File: src/hw/ocf_pkg.sv
// Constants and types shared by the channel 3/4 configuration frame logic
package ocf_pkg;

  // Frame geometry
  localparam logic [5:0] FRAME_LEN = 6'h20;
  localparam logic [5:0] CNT_SAT = 6'h3f;

  // Command codes in bits 31:28
  localparam logic [3:0] CMD_CH3 = 4'h3;
  localparam logic [3:0] CMD_CH4 = 4'h4;

  // Field positions common to both frames
  localparam int CMD_MSB = 31;
  localparam int CMD_LSB = 28;
  localparam int RW_BIT = 27;
  localparam int HI_B26 = 26;
  localparam int HI_B25 = 25;
  localparam int HI_B24 = 24;
  localparam int TDIAG_MSB = 23;
  localparam int TDIAG_LSB = 22;
  localparam int THR_SEL_BIT = 21;
  localparam int THR_MSB = 20;
  localparam int THR_LSB = 15;
  localparam int TCOMP_MSB = 14;
  localparam int TCOMP_LSB = 13;
  localparam int SUPPLY_BIT = 12;
  localparam int BLANK_MSB = 11;
  localparam int BLANK_LSB = 9;
  localparam int REENG_BIT = 8;
  localparam int SENSE_BIT = 7;
  localparam int OL_CUR_BIT = 6;
  localparam int GCC_MSB = 5;
  localparam int GCC_LSB = 4;
  localparam int PCH_BIT = 3;
  localparam int SIDE_BIT = 2;
  localparam int EN_BIT = 1;
  localparam int PAR_BIT = 0;

  // Gate current select codes
  localparam logic [1:0] GCC_EXT = 2'h0;
  localparam logic [1:0] GCC_20MA = 2'h1;
  localparam logic [1:0] GCC_5MA = 2'h2;
  localparam logic [1:0] GCC_1MA = 2'h3;

  // Reset value of both stored frames and the empty answer frame
  localparam logic [31:0] CFG_RESET = 32'h0000_0000;
  localparam logic [31:0] RESP_NONE = 32'h0000_0001;

  typedef enum logic [1:0] {ST_IDLE, ST_SHIFT, ST_APPLY, ST_RESP} ocf_state_t;

endpackage

File: src/hw/ocf_chan_if.sv
// Carrier between the frame logic and one channel decoder
`timescale 1ns/1ns
interface ocf_chan_if;
  logic [31:0] cfg;
  logic bridge_en;
  logic timer_sharing;
  logic [1:0] ch1_tdiag;
  logic boost_global;
  logic oc_event;
  logic [5:0] actual_thr;
  logic [1:0] eff_tdiag;
  logic eff_reengage;
  logic [1:0] eff_gate_current;
  logic [5:0] thr_readback;

  modport ctl (
    output cfg, bridge_en, timer_sharing, ch1_tdiag, boost_global, oc_event, actual_thr,
    input eff_tdiag, eff_reengage, eff_gate_current, thr_readback
  );
  modport dec (
    input cfg, bridge_en, timer_sharing, ch1_tdiag, boost_global, oc_event, actual_thr,
    output eff_tdiag, eff_reengage, eff_gate_current, thr_readback
  );
endinterface

File: src/hw/ocf_frames.sv
// Serial frame receiver and store for the channel 3 and channel 4 configuration frames
`timescale 1ns/1ns
module ocf_frames
  import ocf_pkg::*;
(
  // Clock and reset
  input wire logic ref_clk,
  input wire logic rst,
  // Serial link pins
  input wire logic sclk,
  input wire logic cs_n,
  input wire logic mosi,
  output logic miso,
  output logic miso_oe_n,
  // Context from the rest of the device, on ref_clk
  input wire logic [1:0] ch1_tdiag_code,
  input wire logic bridge_a_timer_sharing,
  input wire logic ch3_oc_event,
  input wire logic ch4_oc_event,
  input wire logic [5:0] ch3_actual_threshold,
  input wire logic [5:0] ch4_actual_threshold,
  // Stored frames
  output logic [31:0] channel3_configuration,
  output logic [31:0] channel4_configuration,
  // Effective per-channel settings
  output logic [1:0] ch3_tdiag_eff,
  output logic [1:0] ch4_tdiag_eff,
  output logic ch3_reengage_eff,
  output logic ch4_reengage_eff,
  output logic [1:0] ch3_gate_current_eff,
  output logic [1:0] ch4_gate_current_eff,
  // First bridge and peak-and-hold settings
  output logic bridge_a_enable,
  output logic bridge_a_current_limit_on,
  output logic bridge_a_active_freewheel,
  output logic peak_hold_a_enable,
  output logic peak_hold_a_masking_policy,
  // Frame events
  output logic frame_accepted,
  output logic frame_error
);

  ocf_state_t state;
  ocf_state_t next_state;

  logic [2:0] sclk_sync;
  logic [1:0] cs_sync;
  logic [1:0] mosi_sync;
  logic cs_prev;
  logic sclk_rise;
  logic sclk_fall;
  logic cs_fall;
  logic cs_rise;

  logic [31:0] rx_shift;
  logic [5:0] bit_cnt;
  logic [31:0] tx_shift;
  logic [31:0] pending_resp;
  logic [3:0] last_cmd;
  logic last_ok;

  logic [3:0] rx_cmd;
  logic rx_parity_ok;
  logic rx_ours;
  logic rx_full;
  logic [31:0] resp_src;
  logic [5:0] resp_thr;
  logic [31:0] next_resp;

  ocf_chan_if ch3_if ();
  ocf_chan_if ch4_if ();

  // Link pins cross into ref_clk through two flops before any use
  always_ff @(posedge ref_clk or posedge rst) begin
    if (rst) begin
      sclk_sync <= 3'h0;
      cs_sync <= 2'h3;
      mosi_sync <= 2'h0;
      cs_prev <= 1'b1;
    end else begin
      sclk_sync <= {sclk_sync[1:0], sclk};
      cs_sync <= {cs_sync[0], cs_n};
      mosi_sync <= {mosi_sync[0], mosi};
      cs_prev <= cs_sync[1];
    end
  end

  // Edges are found on the second and third stages only
  assign sclk_rise = sclk_sync[1] && !sclk_sync[2];
  assign sclk_fall = !sclk_sync[1] && sclk_sync[2];
  assign cs_fall = !cs_sync[1] && cs_prev;
  assign cs_rise = cs_sync[1] && !cs_prev;

  // Frame checks on the received word
  assign rx_cmd = rx_shift[CMD_MSB:CMD_LSB];
  assign rx_parity_ok = ^rx_shift;
  assign rx_ours = (rx_cmd == CMD_CH3) || (rx_cmd == CMD_CH4);
  assign rx_full = (bit_cnt == FRAME_LEN);

  // Frame sequencing
  always_comb begin
    next_state = state;
    case (state)
      ST_IDLE: begin
        if (cs_fall) begin
          next_state = ST_SHIFT;
        end
      end
      ST_SHIFT: begin
        if (cs_rise) begin
          next_state = ST_APPLY;
        end
      end
      ST_APPLY: begin
        next_state = ST_RESP;
      end
      ST_RESP: begin
        next_state = ST_IDLE;
      end
      default: begin
        next_state = ST_IDLE;
      end
    endcase
  end

  always_ff @(posedge ref_clk or posedge rst) begin
    if (rst) begin
      state <= ST_IDLE;
    end else begin
      state <= next_state;
    end
  end

  // Receive shifter: MSB first, sampled on the rising link clock edge
  always_ff @(posedge ref_clk or posedge rst) begin
    if (rst) begin
      rx_shift <= 32'h0000_0000;
      bit_cnt <= 6'h00;
    end else if (state == ST_IDLE && cs_fall) begin
      rx_shift <= 32'h0000_0000;
      bit_cnt <= 6'h00;
    end else if (state == ST_SHIFT && sclk_rise) begin
      rx_shift <= {rx_shift[30:0], mosi_sync[1]};
      if (bit_cnt != CNT_SAT) begin
        bit_cnt <= bit_cnt + 6'h01;
      end
    end
  end

  // Channel 3 store; bad parity or read-only leaves it untouched
  always_ff @(posedge ref_clk or posedge rst) begin
    if (rst) begin
      channel3_configuration <= CFG_RESET;
    end else if (state == ST_APPLY && rx_full && rx_cmd == CMD_CH3) begin
      if (rx_parity_ok && !rx_shift[RW_BIT]) begin
        channel3_configuration <= rx_shift;
      end
    end
  end

  // Channel 4 store
  always_ff @(posedge ref_clk or posedge rst) begin
    if (rst) begin
      channel4_configuration <= CFG_RESET;
    end else if (state == ST_APPLY && rx_full && rx_cmd == CMD_CH4) begin
      if (rx_parity_ok && !rx_shift[RW_BIT]) begin
        channel4_configuration <= rx_shift;
      end
    end
  end

  // Remember what the frame asked for; the answer is built one cycle later
  // so that a write is reflected in its own readback
  always_ff @(posedge ref_clk or posedge rst) begin
    if (rst) begin
      last_cmd <= 4'h0;
      last_ok <= 1'b0;
    end else if (state == ST_APPLY) begin
      last_cmd <= rx_cmd;
      last_ok <= rx_full && rx_ours && rx_parity_ok;
    end
  end

  // Frame event pulses
  always_ff @(posedge ref_clk or posedge rst) begin
    if (rst) begin
      frame_accepted <= 1'b0;
      frame_error <= 1'b0;
    end else begin
      frame_accepted <= state == ST_APPLY && rx_full && rx_ours && rx_parity_ok;
      frame_error <= state == ST_APPLY && rx_full && rx_ours && !rx_parity_ok;
    end
  end

  // Channel decoders
  assign ch3_if.cfg = channel3_configuration;
  assign ch3_if.bridge_en = channel4_configuration[HI_B26];
  assign ch3_if.timer_sharing = bridge_a_timer_sharing;
  assign ch3_if.ch1_tdiag = ch1_tdiag_code;
  assign ch3_if.boost_global = channel3_configuration[HI_B24];
  assign ch3_if.oc_event = ch3_oc_event;
  assign ch3_if.actual_thr = ch3_actual_threshold;

  assign ch4_if.cfg = channel4_configuration;
  assign ch4_if.bridge_en = channel4_configuration[HI_B26];
  assign ch4_if.timer_sharing = bridge_a_timer_sharing;
  assign ch4_if.ch1_tdiag = ch1_tdiag_code;
  assign ch4_if.boost_global = channel3_configuration[HI_B24];
  assign ch4_if.oc_event = ch4_oc_event;
  assign ch4_if.actual_thr = ch4_actual_threshold;

  ocf_chan_decode u_ch3_decode (
    .ch(ch3_if.dec)
  );

  ocf_chan_decode u_ch4_decode (
    .ch(ch4_if.dec)
  );

  // Answer frame: stored word with the chosen threshold and fresh parity
  always_comb begin
    if (last_cmd == CMD_CH4) begin
      resp_src = channel4_configuration;
      resp_thr = ch4_if.thr_readback;
    end else begin
      resp_src = channel3_configuration;
      resp_thr = ch3_if.thr_readback;
    end
    next_resp = {last_cmd, resp_src[RW_BIT:THR_SEL_BIT], resp_thr,
                 resp_src[TCOMP_MSB:EN_BIT], 1'b0};
    next_resp[PAR_BIT] = ~^next_resp[31:1];
    if (!last_ok) begin
      next_resp = RESP_NONE;
    end
  end

  always_ff @(posedge ref_clk or posedge rst) begin
    if (rst) begin
      pending_resp <= RESP_NONE;
    end else if (state == ST_RESP) begin
      pending_resp <= next_resp;
    end
  end

  // Transmit shifter: answer goes out during the next frame, changing on falling edges
  always_ff @(posedge ref_clk or posedge rst) begin
    if (rst) begin
      tx_shift <= RESP_NONE;
      miso <= 1'b0;
    end else if (state == ST_IDLE && cs_fall) begin
      tx_shift <= pending_resp;
      miso <= pending_resp[31];
    end else if (state == ST_SHIFT && sclk_fall) begin
      tx_shift <= {tx_shift[30:0], 1'b0};
      miso <= tx_shift[30];
    end
  end

  // Data out is driven only while the frame is selected
  always_ff @(posedge ref_clk or posedge rst) begin
    if (rst) begin
      miso_oe_n <= 1'b1;
    end else if (state == ST_IDLE && cs_fall) begin
      miso_oe_n <= 1'b0;
    end else if (cs_rise) begin
      miso_oe_n <= 1'b1;
    end
  end

  // Effective per-channel settings, registered so the outputs come from flops
  always_ff @(posedge ref_clk or posedge rst) begin
    if (rst) begin
      ch3_tdiag_eff <= 2'h0;
      ch4_tdiag_eff <= 2'h0;
    end else begin
      ch3_tdiag_eff <= ch3_if.eff_tdiag;
      ch4_tdiag_eff <= ch4_if.eff_tdiag;
    end
  end

  always_ff @(posedge ref_clk or posedge rst) begin
    if (rst) begin
      ch3_reengage_eff <= 1'b0;
      ch4_reengage_eff <= 1'b0;
    end else begin
      ch3_reengage_eff <= ch3_if.eff_reengage;
      ch4_reengage_eff <= ch4_if.eff_reengage;
    end
  end

  // Boost follows the overcurrent flag with one cycle of latency
  always_ff @(posedge ref_clk or posedge rst) begin
    if (rst) begin
      ch3_gate_current_eff <= GCC_EXT;
      ch4_gate_current_eff <= GCC_EXT;
    end else begin
      ch3_gate_current_eff <= ch3_if.eff_gate_current;
      ch4_gate_current_eff <= ch4_if.eff_gate_current;
    end
  end

  // First bridge settings; current limit needs shunt sensing on channel 3
  always_ff @(posedge ref_clk or posedge rst) begin
    if (rst) begin
      bridge_a_current_limit_on <= 1'b0;
      bridge_a_active_freewheel <= 1'b0;
    end else begin
      bridge_a_current_limit_on <= channel3_configuration[HI_B26]
                                   && channel3_configuration[SENSE_BIT];
      bridge_a_active_freewheel <= channel3_configuration[HI_B25];
    end
  end

  always_ff @(posedge ref_clk or posedge rst) begin
    if (rst) begin
      bridge_a_enable <= 1'b0;
      peak_hold_a_masking_policy <= 1'b0;
      peak_hold_a_enable <= 1'b0;
    end else begin
      bridge_a_enable <= channel4_configuration[HI_B26];
      peak_hold_a_masking_policy <= channel4_configuration[HI_B25];
      peak_hold_a_enable <= channel4_configuration[HI_B24];
    end
  end

  // Threshold, compensation, blanking, open-load current, transistor, side and enable
  // fields leave as part of the stored words; the channel drivers decode them there.

endmodule

File: src/hw/ocf_chan_decode.sv
// Per-channel decode of a stored configuration frame into effective settings
`timescale 1ns/1ns
module ocf_chan_decode
  import ocf_pkg::*;
(
  // Channel context and results
  ocf_chan_if.dec ch
);

  logic [1:0] gcc;

  assign gcc = ch.cfg[GCC_MSB:GCC_LSB];

  // Bridge with shared timers takes the channel-1 timer code
  always_comb begin
    if (ch.bridge_en && !ch.timer_sharing) begin
      ch.eff_tdiag = ch.ch1_tdiag;
    end else begin
      ch.eff_tdiag = ch.cfg[TDIAG_MSB:TDIAG_LSB];
    end
  end

  // A bridge always waits for a latch clear before re-engaging
  always_comb begin
    if (ch.bridge_en) begin
      ch.eff_reengage = 1'b1;
    end else begin
      ch.eff_reengage = ch.cfg[REENG_BIT];
    end
  end

  // Gate current boost while an overcurrent is flagged; external limit is untouched
  always_comb begin
    ch.eff_gate_current = gcc;
    if (ch.oc_event && gcc != GCC_EXT) begin
      if (ch.boost_global || gcc == GCC_5MA) begin
        ch.eff_gate_current = GCC_20MA;
      end else if (gcc == GCC_1MA) begin
        ch.eff_gate_current = GCC_5MA;
      end
    end
  end

  // Threshold returned on readback
  always_comb begin
    if (ch.cfg[THR_SEL_BIT]) begin
      ch.thr_readback = ch.actual_thr;
    end else begin
      ch.thr_readback = ch.cfg[THR_MSB:THR_LSB];
    end
  end

endmodule

File: config.mk
export PLATFORM = sky130hd
export DESIGN_NAME = ocf_frames
export DESIGN_NICKNAME = d
export VERILOG_FILES = /design/src/hw/ocf_pkg.sv /design/src/hw/ocf_chan_if.sv /design/src/hw/ocf_frames.sv /design/src/hw/ocf_chan_decode.sv
export SDC_FILE = /design/constraint.sdc
export NUM_CORES = 1
export LEC_CHECK = 0
export BUFFER_PORTS_ARGS = -buffer_cell sky130_fd_sc_hd__buf_2
export CORE_MARGIN = 1
export CORE_UTILIZATION = 50
export DETAILED_ROUTE_END_ITERATION = 7
export PLACE_DENSITY = 0.71
export SYNTH_ARGS = -nofsm -noshare
export SYNTH_HDL_FRONTEND = slang
export SYNTH_SLANG_ARGS = --single-unit
File: constraint.sdc
create_clock -name ref_clk -period 6.25 [get_ports ref_clk]
set_input_delay 1.25 -clock ref_clk [delete_from_list [all_inputs] [get_ports ref_clk]]
set_output_delay 1.25 -clock ref_clk [all_outputs]
set_load 0.05 [all_outputs]
== Word level (Yosys, flattened, before mapping) ==
Cells that the tools add are included.
W data, S select, Z words.
Word-level totals
  bits in registers: 199
  bits of input ports: 22
  output and inout bits: 83
  word-level logic and storage cells: 115
Cells by class
  $add $sub $neg: 1
  eq/ne operators: 14
  multiplexer cells: 29
  reduce and logical (&&, ||, !) cells: 43
Operator list (number)
  $mux W32: 3
  $mux W31: 2
  $mux W6: 6
  $reduce_xor A32 Y1: 1
  $reduce_xnor A31 Y1: 1
  $mux W28: 1
  $logic_and A1 B1 Y1: 20
  $mux W2: 10
  $eq A2 B2 Y1 const B: 6
  $reduce_bool A2 Y1: 6
  $eq A4 B3 Y1 const B: 2
  $pmux W2 S4: 1
  $reduce_and A2 Y1: 4
  $logic_not A1 Y1: 7
  $add A6 B1 Y6 const B: 1
  $eq A6 B6 Y1 const B: 1
  $mux W1: 6
  $ne A6 B6 Y1 const B: 1
  $eq A4 B2 Y1 const B: 1
  $ne A2 B2 Y1 const B: 2
  $logic_or A1 B1 Y1: 3
  $eq A2 B1 Y1 const B: 1
  $logic_not A2 Y1: 1

== Depth between registers and ports, before layout ==
  word-level depth: 5
  gate-level depth with buffers: 10
  gate-level depth less buffers: 9

== By module ==
From an unflattened synthesis, not the netlist that was laid out.
Unflattened totals
  cell total of the unflattened synthesis: 825
  area, all modules: 9197.6 µm²
Modules (own cells, without submodules)
  ocf_frames: times used 1, cells each 793, area each 8837.2 µm², seq. area each 4987.3 µm²
  ocf_chan_decode: times used 2, cells each 16, area each 180.2 µm², seq. area each 0.0 µm²

== Least setup slack after synthesis ==
No wires, ideal clock.
  kind: in2reg
  start: input port ch3_actual_threshold[3]
  end: register pending_resp[0]
  setup time: 0.122 ns
  data arrival time: 2.725 ns
  data required time: 6.128 ns
  slack: 3.404 ns
  cell stages on the path: 7
  buffers on the path: 0
  path through: xor2_1 -> mux2i_1 -> xnor3_1 -> xnor3_1 -> nand3_1 -> o21ai_0 -> a2111oi_0
Between the ends
  word-level cells in the longest chain between the ends: 4
Ends and longest elaborated chain
  from (decl): line ocf_frames.sv:20  | input wire logic [5:0] ch3_actual_threshold,
  $mux W6: line ocf_chan_decode.sv:46  | if (ch.cfg[THR_SEL_BIT]) begin
  $mux W6: line ocf_frames.sv:222  | if (last_cmd == CMD_CH4) begin
  $reduce_xnor A31 Y1: line ocf_frames.sv:231  | next_resp[PAR_BIT] = ~^next_resp[31:1];
  $mux W32: line ocf_frames.sv:232  | if (!last_ok) begin
  to (signal assigned): line ocf_frames.sv:241  | pending_resp <= next_resp;
  to (decl): line ocf_frames.sv:58  | logic [31:0] pending_resp;
Every way passes these cells.
A chain may end at the register's enable or synchronous reset.

== Worst setup path after layout ==
  start: register rx_shift[28]
  end: register channel3_configuration[20]
Between the ends
  word-level cells in the longest chain between the ends: 3
  elaborated cells on any way between the ends: 5
  those cells by class: 1 x eq/ne; 4 x reduce/logical
Ends and longest elaborated chain
  from (decl): line ocf_frames.sv:55  | logic [31:0] rx_shift;
  from (signal assigned): line ocf_frames.sv:143  | rx_shift <= {rx_shift[30:0], mosi_sync[1]};
  $reduce_xor A32 Y1 or $eq A4 B2 Y1 (tied branches): line ocf_frames.sv:96, ocf_frames.sv:154
  $logic_and A1 B1 Y1, on equally long branches: line ocf_frames.sv:155, ocf_frames.sv:154
  $reduce_and A2 Y1 (no line) (*)
  to (signal assigned): line ocf_frames.sv:156  | channel3_configuration <= rx_shift;
  to (decl): line ocf_frames.sv:23  | output logic [31:0] channel3_configuration,
Every way passes the cells marked *; elsewhere a longest branch is shown, timed or not.

==> flow_summary_export.csv <==
group,metric,value,unit
outcome,status,"complete, no violations",
clocking,clockBufferDepth,2,
worst_setup_path,critPathLaunchType,"register",
final_layout,area_growth,13.5,%
floorplanning,num_io_pins,105,
placement,io_buffers,104,
yosys,synth_cells,814,
global_route,grt_pass1_vias,6060,
final_layout,final_util,0.579,
sta,hold_violations,0,
clocking,cts_tree,"done",
clocking,h-tree-depth,4,
sta,max_slew_margin,0.305,
detailed_routing,drt-initial-drc-count,413,
worst_setup_path,cp.required,6.57,ns
yosys,synth.mux.area_fraction,0.123,
yosys,synth_top_flop_cell,"dfrtp_1",
yosys,synth-xor-area-share,0.0888,
worst_hold_path,hp-class,"reg2reg",
final_layout,fill_cells,1517,
clocking,ctsHoldBuffers,0,
yosys,synth_top_family_by_area,"multiplexers",
floorplanning,core-area,17900,µm²
worst_setup_path,end_kind,"register",
floorplanning,start_util,0.510,
yosys,synth_compound_area_frac,0.0889,
floorplanning,dieHeight,137,µm
clocking,cts_buffers,17,
yosys,synth_area,9130,µm²
detailed_routing,antenna_left,0,
worst_setup_path,crit_fanout,21,
global_route,grt.total_usage,0.238,
floorplanning,die_w,137,µm
yosys,ys_types,46,
worst_setup_path,cpMostUsedCell,"xnor2_1",
clocking,post_cts_resized,0,
global_route,grt_overflow,0,
floorplanning,dieArea,18800,µm²
clocking,path_clk_slew,0.08,ns
final_layout,nets,929,
yosys,synth-edff-count,0,
final_layout,layout_common_cells,"dfrtp_1 (193), nand2_1 (144), buf_2 (104)",
clocking,clk_latency,0.45,ns
final_layout,final_common_cell,"dfrtp_1",
sta,fin_setup_tns,0,ns
yosys,async_flop_share,1.00,
sta,period_needed,3.08,ns
sta,clock.fmax,325,MHz
power_and_ir_drop,power_density,298,nW/µm²
worst_setup_path,crit_arrival,3.40,ns
power_and_ir_drop,peakVddDrop,227,µV
detailed_routing,wl_per_cell,18.3,µm
power_and_ir_drop,cellLeakagePower,5.02,nW
global_route,grt_pass1_wl,33.1,mm
sta,fin_crit_sh,0.493,
sta,slew_viol_final,0,
detailed_routing,vias,6201,
floorplanning,fp-row-count,49,
final_layout,diodes,0,
job,cap_viol_max_count,0,
worst_setup_path,path_cells,"inv_1 -> ha_1 -> xor2_1 -> xnor2_1 -> xnor2_1 -> xnor2_1 -> xnor2_2 -> nand4_2 -> buf_4 -> mux2_2",
final_layout,multi_input_area,3870,µm²
placement,place.gp.congestion,0.782,
worst_setup_path,crit_path_max_incr_delay,0.47,ns
yosys,syn-num-nets,846,
detailed_routing,routed_wl,20.9,mm
sta,report.final.setup_viol,0,
sta,rsz0062_at_grt,"no",
final_layout,final_layout_size_suffix_gt1_frac,0.253,
global_route,antenna_found_initial,0,
global_route,grt_max_degree,169,
clocking,postCtsSetupRepairBufs,0,
yosys,yosysWarnings,0,
detailed_routing,dr.pass1.iters,4,
sta,fin_worst_skew,0.0127,ns
clocking,cts_sinks,199,
yosys,synth-simple-area-share,0.106,
yosys,synth_adder_area_share,0.0137,
yosys,synth-seq-cells,199,
worst_setup_path,cpMaxStageDelayCell,"dfrtp_1",
yosys,synth.avg_cell_area,11.2,µm²
placement,dpl.hpwl,13.5,mm
clocking,clockRootBuffer,"clkbuf_16",
worst_setup_path,critical_path_class,"reg2reg",
sta,worst_pin_slew,1.04,ns
yosys,ys_seq_area_frac,0.546,
final_layout,register_area,4990,µm²
detailed_routing,drc,0,
detailed_routing,viasPerCell,5.44,
final timing paths:
check | startpoint | to | slack (ns) | cells past startpoint
max | rx_shift[28] | channel3_configuration[20] | 3.17 | 10
min reg2reg | cs_sync[0] | cs_sync[1] | 0.36 | 0
min in group asynchronous | rst | state[0] | 0.92 | 2
min | cs_sync[0] | cs_sync[1] | 0.36 | 0
max in group asynchronous | rst | channel4_configuration[6] | 4.06 | 3
max reg2reg | rx_shift[28] | channel3_configuration[20] | 3.17 | 10
area by class of cell:
class                      instances  share of cell area
clock buffer                      17              0.0410
timing repair buffer             110              0.0558
clock inverter                    15              0.0147
sequential                       199               0.481
multi-input combinational        551               0.373
tap                              229              0.0276
inverter                          18             0.00688
worst max-delay path, delay by kind of cell, from the launching register on:
| family | cells | cell delay (ns) |
|---|---|---|
| xor gates and xnor gates | 5 | 0.92 |
| DFF | 1 | 0.47 |
| and+or+nand+nor | 1 | 0.44 |
| muxes | 1 | 0.32 |
| adders and majority gates | 1 | 0.30 |
| buffers and inverters | 2 | 0.49 |
kinds of logic (layout without fill, tap and decap cells):
kind of cell,count (synthesis),count (layout)
compound gates,124,124
xor+xnor,87,87
fa+ha+maj,10,10
buf+inv,64,160
flops,199,199
mux,100,100
simple gates,230,230
metal layers:
metal,GRT usage,vias to the layer above,routed length (µm)
li1,-,2927,-
met1,0.333,3107,9450
met2,0.374,137,10100
met3,0.0396,30,853
met4,0.0830,0,429
met5,0,-,0
Yosys cell counts (3+ instances only):
| library cell | count | area [µm²] |
|---|---|---|
| dfrtp_1 | 193 | 4830 |
| nand2_1 | 145 | 544 |
| xnor2_1 | 66 | 578 |
| mux2_2 | 57 | 642 |
| nor2_1 | 46 | 173 |
| a21oi_1 | 42 | 210 |
| a31oi_1 | 34 | 213 |
| clkbuf_1 | 32 | 120 |
| mux2i_1 | 32 | 320 |
| o2bb2ai_1 | 21 | 184 |
| inv_1 | 17 | 63.8 |
| xor2_1 | 17 | 149 |
| mux2_4 | 11 | 165 |
| ha_1 | 10 | 125 |
| nor2b_1 | 8 | 50.1 |
| a22o_1 | 7 | 61.3 |
| nand3_1 | 7 | 35.0 |
| buf_6 | 6 | 67.6 |
| dfstp_2 | 6 | 158 |
| o21ai_0 | 5 | 25.0 |
| or2_2 | 5 | 31.3 |
| a211oi_1 | 4 | 30.0 |
| and2_1 | 4 | 25.0 |
| buf_1 | 3 | 11.3 |
| buf_2 | 3 | 15.0 |
| nand3b_1 | 3 | 22.5 |
| nand4_1 | 3 | 18.8 |
| xnor3_1 | 3 | 67.6 |
sequential cells by signal, indices dropped and copies added (netlist names), 2 cells and up:
register and count:
channel3_configuration 32, channel4_configuration 32, pending_resp 32, rx_shift 32, tx_shift 31, bit_cnt 6
last_cmd 4, sclk_sync 3, ch3_gate_current_eff 2, ch3_tdiag_eff 2, ch4_gate_current_eff 2, ch4_tdiag_eff 2
cs_sync 2, mosi_sync 2, state 2
stage by stage:
| step | std cells | hold WS [ns] | setup slack, ns | power, mW | cell area (µm²) |
|---|---|---|---|---|---|
| floorplan | 814 | 0.331 | 2.43 | 1.91 | 9140 |
| global route | 1139 | 0.362 | 2.93 | 3.25 | 10400 |
| detailed placement | 1107 | 0.343 | 2.98 | 2.04 | 9790 |
| global placement | 1107 | 0.333 | 3.13 | 2.02 | 9790 |
| finish | 1139 | 0.357 | 3.17 | 3.09 | 10400 |
| CTS | 1139 | 0.358 | 3.13 | 3.11 | 10400 |
power breakdown:
part / switching (mW) / leakage (nW) / internal (mW)
logic: 0.330 / 2.10 / 0.181
clock network: 0.545 / 0.284 / 0.537
registers: 0.0863 / 2.64 / 1.41
total: 0.961 / 5.02 / 2.13
(Power assumes the default switching activity.)
